### config.mk
export PLATFORM = sky130hd
export DESIGN_NAME = fsap_status_ctrl
export DESIGN_NICKNAME = d
export VERILOG_FILES = /design/src/fsap_pkg.sv /design/src/fsap_status_ctrl.sv /design/src/fsap_protect_dec.sv
export SDC_FILE = /design/constraint.sdc
export NUM_CORES = 1
export LEC_CHECK = 0
export BUFFER_PORTS_ARGS = -buffer_cell sky130_fd_sc_hd__buf_2
export CORE_MARGIN = 2
export CORE_UTILIZATION = 48
export DETAILED_ROUTE_END_ITERATION = 10
export PLACE_DENSITY = 0.87
export SETUP_SLACK_MARGIN = 0.5
export SLEW_MARGIN = 20
export SYNTH_ARGS = -nofsm -noshare
export SYNTH_HDL_FRONTEND = slang
export SYNTH_SLANG_ARGS = --single-unit
### constraint.sdc
create_clock -name clk -period 4.3 [get_ports clk]
set_input_delay 0 -clock clk [delete_from_list [all_inputs] [get_ports clk]]
set_output_delay 0 -clock clk [all_outputs]
set_load 0.03 [all_outputs]
### src/fsap_pkg.sv
// Function
// Complement set protects exactly the range left open by the same protect field.
// Complement bit lives at status bit 14, writable, defaults to zero.
// Busy flag reads one during program, erase or status write, else zero.
// Write latch clear refuses status write, program and erase; flag mirrors latch.
// Protect field loads only by status write; its region rejects program and erase.
// Protect field cannot change while hardware protection is in force.
// Chip erase runs only with protect bits two to zero and complement all zero.
// Status protect 0,0 allows status write whenever write latch set.
// Status protect 0,1 locks status while protect pin low, allows when high.
// Status protect 1,0 refuses status write until power cycle, which returns 0,0.
// Status protect 1,1 refuses all status writes permanently.
// Quad enable defaults zero keeping pin functions; one turns pins into data lines.
// Host keeps quad enable zero when protect or hold pin is tied.
// Security lock at bit 10 defaults zero; once set it never clears.
// High performance flag reads one only in high performance mode, default zero.
// Suspend flag at bit 15 is read-only, set by suspend, cleared by resume.
// Complement clear makes protect field select the directly protected region.
// Write latch clears on power-up, disable, status write, program and erases.
// Hold function available only while quad enable is zero.
// Low status byte: busy, write latch, protect field, status protect low.
// Protected program or erase is discarded without busy and without array change.
package fsap_pkg;
	// Status bit positions
	localparam int BUSY_BIT = 0;
	localparam int WEL_BIT = 1;
	localparam int BP_LSB = 2;
	localparam int SRP_LO_BIT = 7;
	localparam int SRP_HI_BIT = 8;
	localparam int QE_BIT = 9;
	localparam int LB_BIT = 10;
	localparam int HPF_BIT = 13;
	localparam int CMP_BIT = 14;
	localparam int SUS_BIT = 15;
	localparam int STATUS_W = 16;
	localparam int BP_W = 5;
	// Status protect modes
	localparam logic [1:0] SRP_SOFT = 2'h0;
	localparam logic [1:0] SRP_HW = 2'h1;
	localparam logic [1:0] SRP_LOCKDOWN = 2'h2;
	// Reset values
	localparam logic [BP_W-1:0] BP_RESET = 5'h00;
	localparam logic [1:0] SRP_RESET = 2'h0;
	localparam logic BIT_RESET = 1'b0;
	// Protect decode shifts
	localparam logic [4:0] SECTOR_SHIFT_M1 = 5'h0B;
	localparam logic [4:0] HALF_BLOCK_SHIFT = 5'h0F;
	localparam logic [4:0] BLOCK_SHIFT_M1 = 5'h0F;
	// Command codes
	localparam logic [7:0] CMD_WRITE_ENABLE = 8'h06;
	localparam logic [7:0] CMD_WRITE_DISABLE = 8'h04;
	localparam logic [7:0] CMD_STATUS_WRITE = 8'h01;
	localparam logic [7:0] CMD_PAGE_PROGRAM = 8'h02;
	localparam logic [7:0] CMD_QUAD_PROGRAM = 8'h32;
	localparam logic [7:0] CMD_SECTOR_ERASE = 8'h20;
	localparam logic [7:0] CMD_BLOCK_ERASE_32 = 8'h52;
	localparam logic [7:0] CMD_BLOCK_ERASE_64 = 8'hD8;
	localparam logic [7:0] CMD_CHIP_ERASE_A = 8'h60;
	localparam logic [7:0] CMD_CHIP_ERASE_B = 8'hC7;
	localparam logic [7:0] CMD_SUSPEND = 8'h75;
	localparam logic [7:0] CMD_RESUME = 8'h7A;
	localparam logic [7:0] CMD_HIGH_PERF = 8'hA3;
	localparam logic [7:0] CMD_RELEASE = 8'hAB;
	typedef enum logic [1:0] {FSAP_OP_NONE, FSAP_OP_PROGRAM, FSAP_OP_ERASE, FSAP_OP_CHIP}
		fsap_op_t;
endpackage

### src/fsap_status_ctrl.sv
`timescale 1ns/1ps
`default_nettype none
module fsap_status_ctrl #(
	parameter int ADDR_W = 21
) (
	// Clock and power-up reset
	input wire logic clk,
	input wire logic reset_n,
	// Decoded command from the serial front end
	input wire logic cmd_valid,
	input wire logic [7:0] cmd_code,
	input wire logic [ADDR_W-1:0] cmd_addr,
	input wire logic [fsap_pkg::STATUS_W-1:0] cmd_wdata,
	// Non-volatile image restore after power-up
	input wire logic nv_load,
	input wire logic [fsap_pkg::STATUS_W-1:0] nv_image,
	// Array engine and pins
	input wire logic op_done,
	input wire logic wp_n,
	// Status and array control
	output logic [fsap_pkg::STATUS_W-1:0] status_reg,
	output logic op_start_reg,
	output fsap_pkg::fsap_op_t op_kind_reg,
	output logic [ADDR_W-1:0] op_addr_reg,
	output logic suspend_req_reg,
	output logic resume_req_reg,
	output logic quad_io_en_reg,
	output logic hold_en_reg,
	output logic sec_lock_reg
);
	import fsap_pkg::*;

	////////////////////////////////////////////////////////////////////////////////////////////
	logic busy_reg, busy_next, wel_reg, wel_next, qe_reg, qe_next, lb_reg, lb_next;
	logic cmp_reg, cmp_next, hpf_reg, hpf_next, sus_reg, sus_next;
	logic [BP_W-1:0] bp_reg, bp_next;
	logic [1:0] srp_reg, srp_next;
	logic [STATUS_W-1:0] status_next;
	logic op_start_next, suspend_req_next, resume_req_next;
	fsap_op_t op_kind_next, cur_op_reg, cur_op_next;
	logic [ADDR_W-1:0] op_addr_next;
	logic addr_protected, is_prog, is_erase, is_chip, is_array, sr_write_ok, wp_low;

	fsap_protect_dec #(.ADDR_W(ADDR_W)) u_dec (
		.block_protect_field(bp_reg),
		.protect_complement(cmp_reg),
		.addr(cmd_addr),
		.protected_o(addr_protected)
	);

	////////////////////////////////////////////////////////////////////////////////////////////
	always_comb begin
		is_prog = (cmd_code == CMD_PAGE_PROGRAM) || (cmd_code == CMD_QUAD_PROGRAM);
		is_erase = (cmd_code == CMD_SECTOR_ERASE) || (cmd_code == CMD_BLOCK_ERASE_32)
			|| (cmd_code == CMD_BLOCK_ERASE_64);
		is_chip = (cmd_code == CMD_CHIP_ERASE_A) || (cmd_code == CMD_CHIP_ERASE_B);
		is_array = is_prog | is_erase | is_chip;
		// Protect pin only acts while it is not a data line
		wp_low = ~wp_n & ~qe_reg;
		unique case (srp_reg)
			SRP_SOFT: sr_write_ok = 1'b1;
			SRP_HW: sr_write_ok = ~wp_low; // see R09
			default: sr_write_ok = 1'b0; // see R10
		endcase
		sr_write_ok = sr_write_ok & wel_reg & ~busy_reg;
	end

	////////////////////////////////////////////////////////////////////////////////////////////
	always_comb begin
		busy_next = busy_reg;
		wel_next = wel_reg;
		bp_next = bp_reg;
		srp_next = srp_reg;
		qe_next = qe_reg;
		lb_next = lb_reg;
		cmp_next = cmp_reg;
		hpf_next = hpf_reg;
		sus_next = sus_reg;
		cur_op_next = cur_op_reg;
		op_start_next = 1'b0;
		op_kind_next = op_kind_reg;
		op_addr_next = op_addr_reg;
		suspend_req_next = 1'b0;
		resume_req_next = 1'b0;
		if (op_done && busy_reg) begin
			busy_next = 1'b0;
			cur_op_next = FSAP_OP_NONE;
		end
		if (nv_load && !busy_reg) begin
			bp_next = nv_image[BP_LSB +: BP_W];
			// Lock-down does not survive a power cycle
			srp_next = ({nv_image[SRP_HI_BIT], nv_image[SRP_LO_BIT]} == SRP_LOCKDOWN) ?
				SRP_SOFT : {nv_image[SRP_HI_BIT], nv_image[SRP_LO_BIT]};
			qe_next = nv_image[QE_BIT];
			lb_next = nv_image[LB_BIT];
			cmp_next = nv_image[CMP_BIT];
		end else if (cmd_valid && !busy_reg) begin
			if (cmd_code == CMD_WRITE_ENABLE) begin
				wel_next = 1'b1;
			end else if (cmd_code == CMD_WRITE_DISABLE) begin
				wel_next = 1'b0;
			end else if (cmd_code == CMD_STATUS_WRITE) begin
				wel_next = 1'b0;
				if (sr_write_ok) begin
					bp_next = cmd_wdata[BP_LSB +: BP_W];
					srp_next = {cmd_wdata[SRP_HI_BIT], cmd_wdata[SRP_LO_BIT]};
					qe_next = cmd_wdata[QE_BIT];
					lb_next = lb_reg | cmd_wdata[LB_BIT];
					cmp_next = cmd_wdata[CMP_BIT];
					busy_next = 1'b1;
				end
			end else if (is_array) begin
				wel_next = 1'b0;
				if (wel_reg && (is_chip ? (bp_reg[2:0] == 3'h0 && !cmp_reg) :
					!addr_protected)) begin // see R05
					busy_next = 1'b1;
					op_start_next = 1'b1;
					op_kind_next = is_chip ? FSAP_OP_CHIP :
						(is_prog ? FSAP_OP_PROGRAM : FSAP_OP_ERASE);
					op_addr_next = cmd_addr;
					cur_op_next = op_kind_next;
				end
			end else if (cmd_code == CMD_HIGH_PERF) begin
				hpf_next = 1'b1;
			end else if (cmd_code == CMD_RELEASE) begin
				hpf_next = 1'b0;
			end else if (cmd_code == CMD_RESUME && sus_reg) begin
				sus_next = 1'b0;
				busy_next = 1'b1;
				resume_req_next = 1'b1;
			end
		end else if (cmd_valid && cmd_code == CMD_SUSPEND && busy_reg && !op_done
			&& cur_op_reg != FSAP_OP_NONE) begin
			// Only array operations can be parked
			sus_next = 1'b1;
			busy_next = 1'b0;
			suspend_req_next = 1'b1;
		end
		status_next = '0;
		status_next[BUSY_BIT] = busy_next;
		status_next[WEL_BIT] = wel_next;
		status_next[BP_LSB +: BP_W] = bp_next;
		status_next[SRP_LO_BIT] = srp_next[0];
		status_next[SRP_HI_BIT] = srp_next[1];
		status_next[QE_BIT] = qe_next;
		status_next[LB_BIT] = lb_next;
		status_next[HPF_BIT] = hpf_next;
		status_next[CMP_BIT] = cmp_next;
		status_next[SUS_BIT] = sus_next;
	end

	////////////////////////////////////////////////////////////////////////////////////////////
	always_ff @(posedge clk or negedge reset_n) begin
		if (!reset_n) begin
			busy_reg <= BIT_RESET;
			wel_reg <= BIT_RESET;
			bp_reg <= BP_RESET;
			srp_reg <= SRP_RESET;
			qe_reg <= BIT_RESET;
			lb_reg <= BIT_RESET;
			cmp_reg <= BIT_RESET;
			hpf_reg <= BIT_RESET;
			sus_reg <= BIT_RESET;
			cur_op_reg <= FSAP_OP_NONE;
			status_reg <= '0;
			op_start_reg <= 1'b0;
			op_kind_reg <= FSAP_OP_NONE;
			op_addr_reg <= '0;
			suspend_req_reg <= 1'b0;
			resume_req_reg <= 1'b0;
			quad_io_en_reg <= 1'b0;
			hold_en_reg <= 1'b1;
			sec_lock_reg <= 1'b0;
		end else begin
			busy_reg <= busy_next;
			wel_reg <= wel_next;
			bp_reg <= bp_next;
			srp_reg <= srp_next;
			qe_reg <= qe_next;
			lb_reg <= lb_next;
			cmp_reg <= cmp_next;
			hpf_reg <= hpf_next;
			sus_reg <= sus_next;
			cur_op_reg <= cur_op_next;
			status_reg <= status_next;
			op_start_reg <= op_start_next;
			op_kind_reg <= op_kind_next;
			op_addr_reg <= op_addr_next;
			suspend_req_reg <= suspend_req_next;
			resume_req_reg <= resume_req_next;
			quad_io_en_reg <= qe_next;
			hold_en_reg <= ~qe_next;
			sec_lock_reg <= lb_next;
		end
	end

	////////////////////////////////////////////////////////////////////////////////////////////
	AST_WEL_GATE: assert property (@(posedge clk) disable iff (!reset_n)
		cmd_valid && !wel_reg && !busy_reg && !nv_load && is_array
		|=> !op_start_reg && !busy_reg)
		else $error("array command accepted with write latch clear");
	AST_PROT_DISCARD: assert property (@(posedge clk) disable iff (!reset_n)
		cmd_valid && !busy_reg && !nv_load && (is_prog || is_erase) && addr_protected
		|=> !op_start_reg && !status_reg[BUSY_BIT])
		else $error("protected target started an operation");
	AST_CHIP_GUARD: assert property (@(posedge clk) disable iff (!reset_n)
		op_start_reg && op_kind_reg == FSAP_OP_CHIP |-> $past(bp_reg[2:0]) == 3'h0
		&& !$past(cmp_reg))
		else $error("chip erase ran under protection");
	AST_HW_LOCK: assert property (@(posedge clk) disable iff (!reset_n)
		cmd_valid && cmd_code == CMD_STATUS_WRITE && srp_reg == SRP_HW && wp_low && !nv_load
		&& !busy_reg |=> $stable(bp_reg) && $stable(cmp_reg) && !busy_reg)
		else $error("status changed under hardware protection");
	AST_LOCKED_MODES: assert property (@(posedge clk) disable iff (!reset_n)
		srp_reg[1] && !nv_load |=> $stable(bp_reg) && $stable(qe_reg) && $stable(srp_reg))
		else $error("status changed while locked");
	AST_LB_STICKY: assert property (@(posedge clk) disable iff (!reset_n)
		lb_reg |=> lb_reg ##1 sec_lock_reg)
		else $error("security lock cleared");
	AST_STATUS_WRITE_CMD_BUSY: assert property (@(posedge clk) disable iff (!reset_n)
		cmd_valid && cmd_code == CMD_STATUS_WRITE && sr_write_ok && !nv_load
		|=> status_reg[BUSY_BIT] && !status_reg[WEL_BIT])
		else $error("status write did not show busy");
	AST_WEL_CLEAR: assert property (@(posedge clk) disable iff (!reset_n)
		cmd_valid && !busy_reg && !nv_load && (cmd_code == CMD_WRITE_DISABLE || is_array)
		|=> !wel_reg ##0 !status_reg[WEL_BIT])
		else $error("write latch not cleared");
	AST_SUSPEND: assert property (@(posedge clk) disable iff (!reset_n)
		suspend_req_reg |-> sus_reg && status_reg[SUS_BIT] && !status_reg[BUSY_BIT])
		else $error("suspend flag not set");
	AST_QUAD_PINS: assert property (@(posedge clk) disable iff (!reset_n)
		quad_io_en_reg != hold_en_reg)
		else $error("hold active with quad data lines");
endmodule
`default_nettype wire

### src/fsap_protect_dec.sv
`timescale 1ns/1ps
`default_nettype none
module fsap_protect_dec #(
	parameter int ADDR_W = 21
) (
	// Protection setting
	input wire logic [fsap_pkg::BP_W-1:0] block_protect_field,
	input wire logic protect_complement,
	// Target
	input wire logic [ADDR_W-1:0] addr,
	output logic protected_o
);
	import fsap_pkg::*;
	localparam logic [ADDR_W:0] ARRAY_TOP = {1'b1, {ADDR_W{1'b0}}};
	logic [4:0] shift;
	logic [ADDR_W:0] span;
	logic none_sel;
	logic all_sel;
	logic hit;
	always_comb begin
		none_sel = (block_protect_field[2:0] == 3'h0);
		all_sel = (block_protect_field[2:1] == 2'h3);
		// Upper field bit picks 4KB-based sector granules, or 32KB half blocks when bit 2 is set, otherwise 64KB blocks
		if (block_protect_field[4]) begin
			if (block_protect_field[2]) begin
				shift = HALF_BLOCK_SHIFT;
			end else begin
				shift = SECTOR_SHIFT_M1 + {3'h0, block_protect_field[1:0]};
			end
		end else begin
			shift = BLOCK_SHIFT_M1 + {2'h0, block_protect_field[2:0]};
		end
		span = (ADDR_W+1)'(1) << shift;
		if (block_protect_field[3]) begin
			hit = ({1'b0, addr} < span);
		end else begin
			hit = ({1'b0, addr} >= (ARRAY_TOP - span));
		end
		// Complement inverts the selected region
		protected_o = (all_sel | (~none_sel & hit)) ^ protect_complement; // see R01
	end
endmodule
`default_nettype wire

==> results.ini <==
[status]
status=completed

[cells_and_area]
largest_register_ffs=21
antennaDiodeCount=0
drive_above_1_share_pct=40.3
syn2layout_area_growth_pct=42.0
instances_no_fill=663
nets=672

[clocking]
cts-root-buf=clkbuf_8
insertion_delay_ps=300
cts_buffer_depth=2
path_clk_slew_ps=90
cts_max_level=2
cts_inserted_buffers=5
clock-sinks=43
cts_tree=built

[placed_design]
place_congestion=0.906
port_buffers=97
placed_cells_incl_taps=603
dpl.hpwl_um=7960

[synth]
synth.top_cell.area_share_pct=28.2
synth-async-reset-ratio_pct=100
yosysWarnings=0
synthDistinctLibCells=71
syn_area_um2=3720
synth.most_common_cell=nand2_1
ys_ff_latch=43
yosysSeqAreaShare_pct=29.0
synth_edf_count=0
synth_area_leaders=dfrtp_1, ha_1, mux2_4
synth_flop_cell=dfrtp_1
synthTopCellsByCount=nand2_1, ha_1, dfrtp_1, o21ai_0
synthCells=395
synth_area_leader_cell=dfrtp_1
syn_area_per_cell_um2=9.42

[routing]
viasPerCell=5.71
routed_wl_um=11500
first_iter_violations=203
postRouteAntennaNets=0
wl_per_cell_um=17.3
route.detailed.drc=0
dr.pass1.iters=5
vias=3783

[global_route]
grt_util_met1_pct=33.4
globalRoute.totalOverflow=0
grt_pass1_vias=3824
top_usage_layer=met2
antenna_found_initial=0
grt_max_degree=44
use_met3_pct=3.45
met2_usage_pct=47.1
grt_pass1_wl_um=18100
grt_usage_pct=26.5

[floorplanning]
fp.dieW_um=92.0
die_h_um=92.0
start_util_pct=48.9
die_area_um2=8470
io_pins=112
rows=32
coreArea_um2=7610

[timing]
clock_skew_ps=4.83
min_period_ps=4250
tns_ps=0
fin_crit_sh_pct=98.8
slew_headroom_pct=54.4
tightest_slew_ps=681
clock.fmax_ghz=0.235
finalHoldViolCount=0
setup_violations=0
slew_violations=0
rsz0062_at_grt=yes

[worst_setup_path]
timing.critical_path.from_type=flop
path_class=flop to flop
crit_required_ps=4490
arrival_ps=4430
cp_max_fo=7
end_kind=flop

[power]
cellPowerDensity_nw_per_um2=243
leakage_nw=2.60
peakVddDrop_v=0.000173
power_mw=1.28

[run]
max_cap_viol_count=0

[worst_hold_path]
hold_class=input pin to flop

==> timing repair <==
action                     4_1_cts  5_1_grt
pin swaps                        6        7
buffers inserted                 4        8
gates resized for setup         11       22
cloned                           2        1
hold buffers                    37        0
hold endpoints to repair        74        0
setup endpoints to repair       27       27
==> layout by cell type, fill, tap and decap left out, drive strengths merged, types with 4 or more instances in the layout <==
cell type,n
nor2,23
buf,141
dfrtp,42
dlygate4sd3,37
o21a,6
a21oi,22
xnor2,4
clkbuf,8
mux2i,8
mux2,25
ha,45
a31oi,4
nand3,10
and3,6
nand2b,8
nand4,5
nor2b,4
nor3,10
and2,4
nand2,54
inv,10
o21ai,26
nor3b,4
==> power breakdown <==
group / internal [mW] / total (mW) / switching, mW / leakage [nW]
registers: 0.416 / 0.430 / 0.0136 / 0.578
logic: 0.238 / 0.530 / 0.293 / 1.97
clock network: 0.174 / 0.322 / 0.148 / 0.0524
total: 0.828 / 1.28 / 0.454 / 2.60
==> final timing paths <==
check                               start         endpoint  slack [ps]  cells after the start
setup / recovery                bp_reg[1]  op_addr_reg[20]          50                     21
hold / removal               cmd_addr[19]  op_addr_reg[19]          10                      2
setup reg to reg                bp_reg[1]  op_addr_reg[20]          50                     21
hold reg to reg            status_reg[13]   status_reg[13]         480                      2
max in group asynchronous         reset_n        bp_reg[1]        3630                      2
min in group asynchronous         reset_n   op_addr_reg[5]         240                      2
==> through the flow <==
stage / hold WS (ps) / util, % / setup slack, ps / area [µm²]
2_1_floorplan: -296 / - / -47.9 / 3850
3_3_place_gp: 200 / 59.2 / 69.3 / 4510
3_5_place_dp: 210 / 59.2 / -12.7 / 4510
4_1_cts: 0.922 / 67.4 / 130 / 5120
5_1_grt: 2.66 / 69.5 / -65.8 / 5280
6_report: 9.86 / 69.5 / 52.0 / 5280
==> metal layers <==
metal / vias to the layer above / wire length [µm]
li1: 1776 / -
met1: 1830 / 4920
met2: 155 / 5740
met3: 22 / 594
met4: 0 / 242
met5: - / 0
==> worst max-delay path: stages, from the launching register on <==
cell	delay [ps]
dfrtp_2	410
inv_2	80
ha_4	150
ha_4	170
buf_6	130
inv_1	60
a21o_1	210
o31ai_4	250
buf_6	150
buf_4	90
nand2_1	60
ha_1	290
and4_1	250
a221oi_1	110
buf_4	160
a211o_1	280
a31o_2	290
and3_4	200
o21ai_4	170
buf_12	160
clkbuf_16	160
mux2_4	290
==> cells by family after synthesis <==
logic type / share of synthesized area, %
AOI/OAI and AO/OA: 15.5
and+or+nand+nor: 21.3
other: 0.101
adders and majority gates: 15.1
DFF: 29.0
xor gates and xnor gates: 1.65
muxes: 11.6
buffers and inverters: 5.82
==> layout make-up <==
cell class | count | area, µm²
Multi-Input combinational cell | 320 | 2640
Inverter | 11 | 46.3
Clock inverter | 1 | 30.0
Sequential cell | 43 | 1080
Clock buffer | 7 | 76.3
Fill cell | 607 | 2320
Tap cell | 102 | 128
Timing Repair Buffer | 179 | 1290
(Power assumes the default switching activity.)
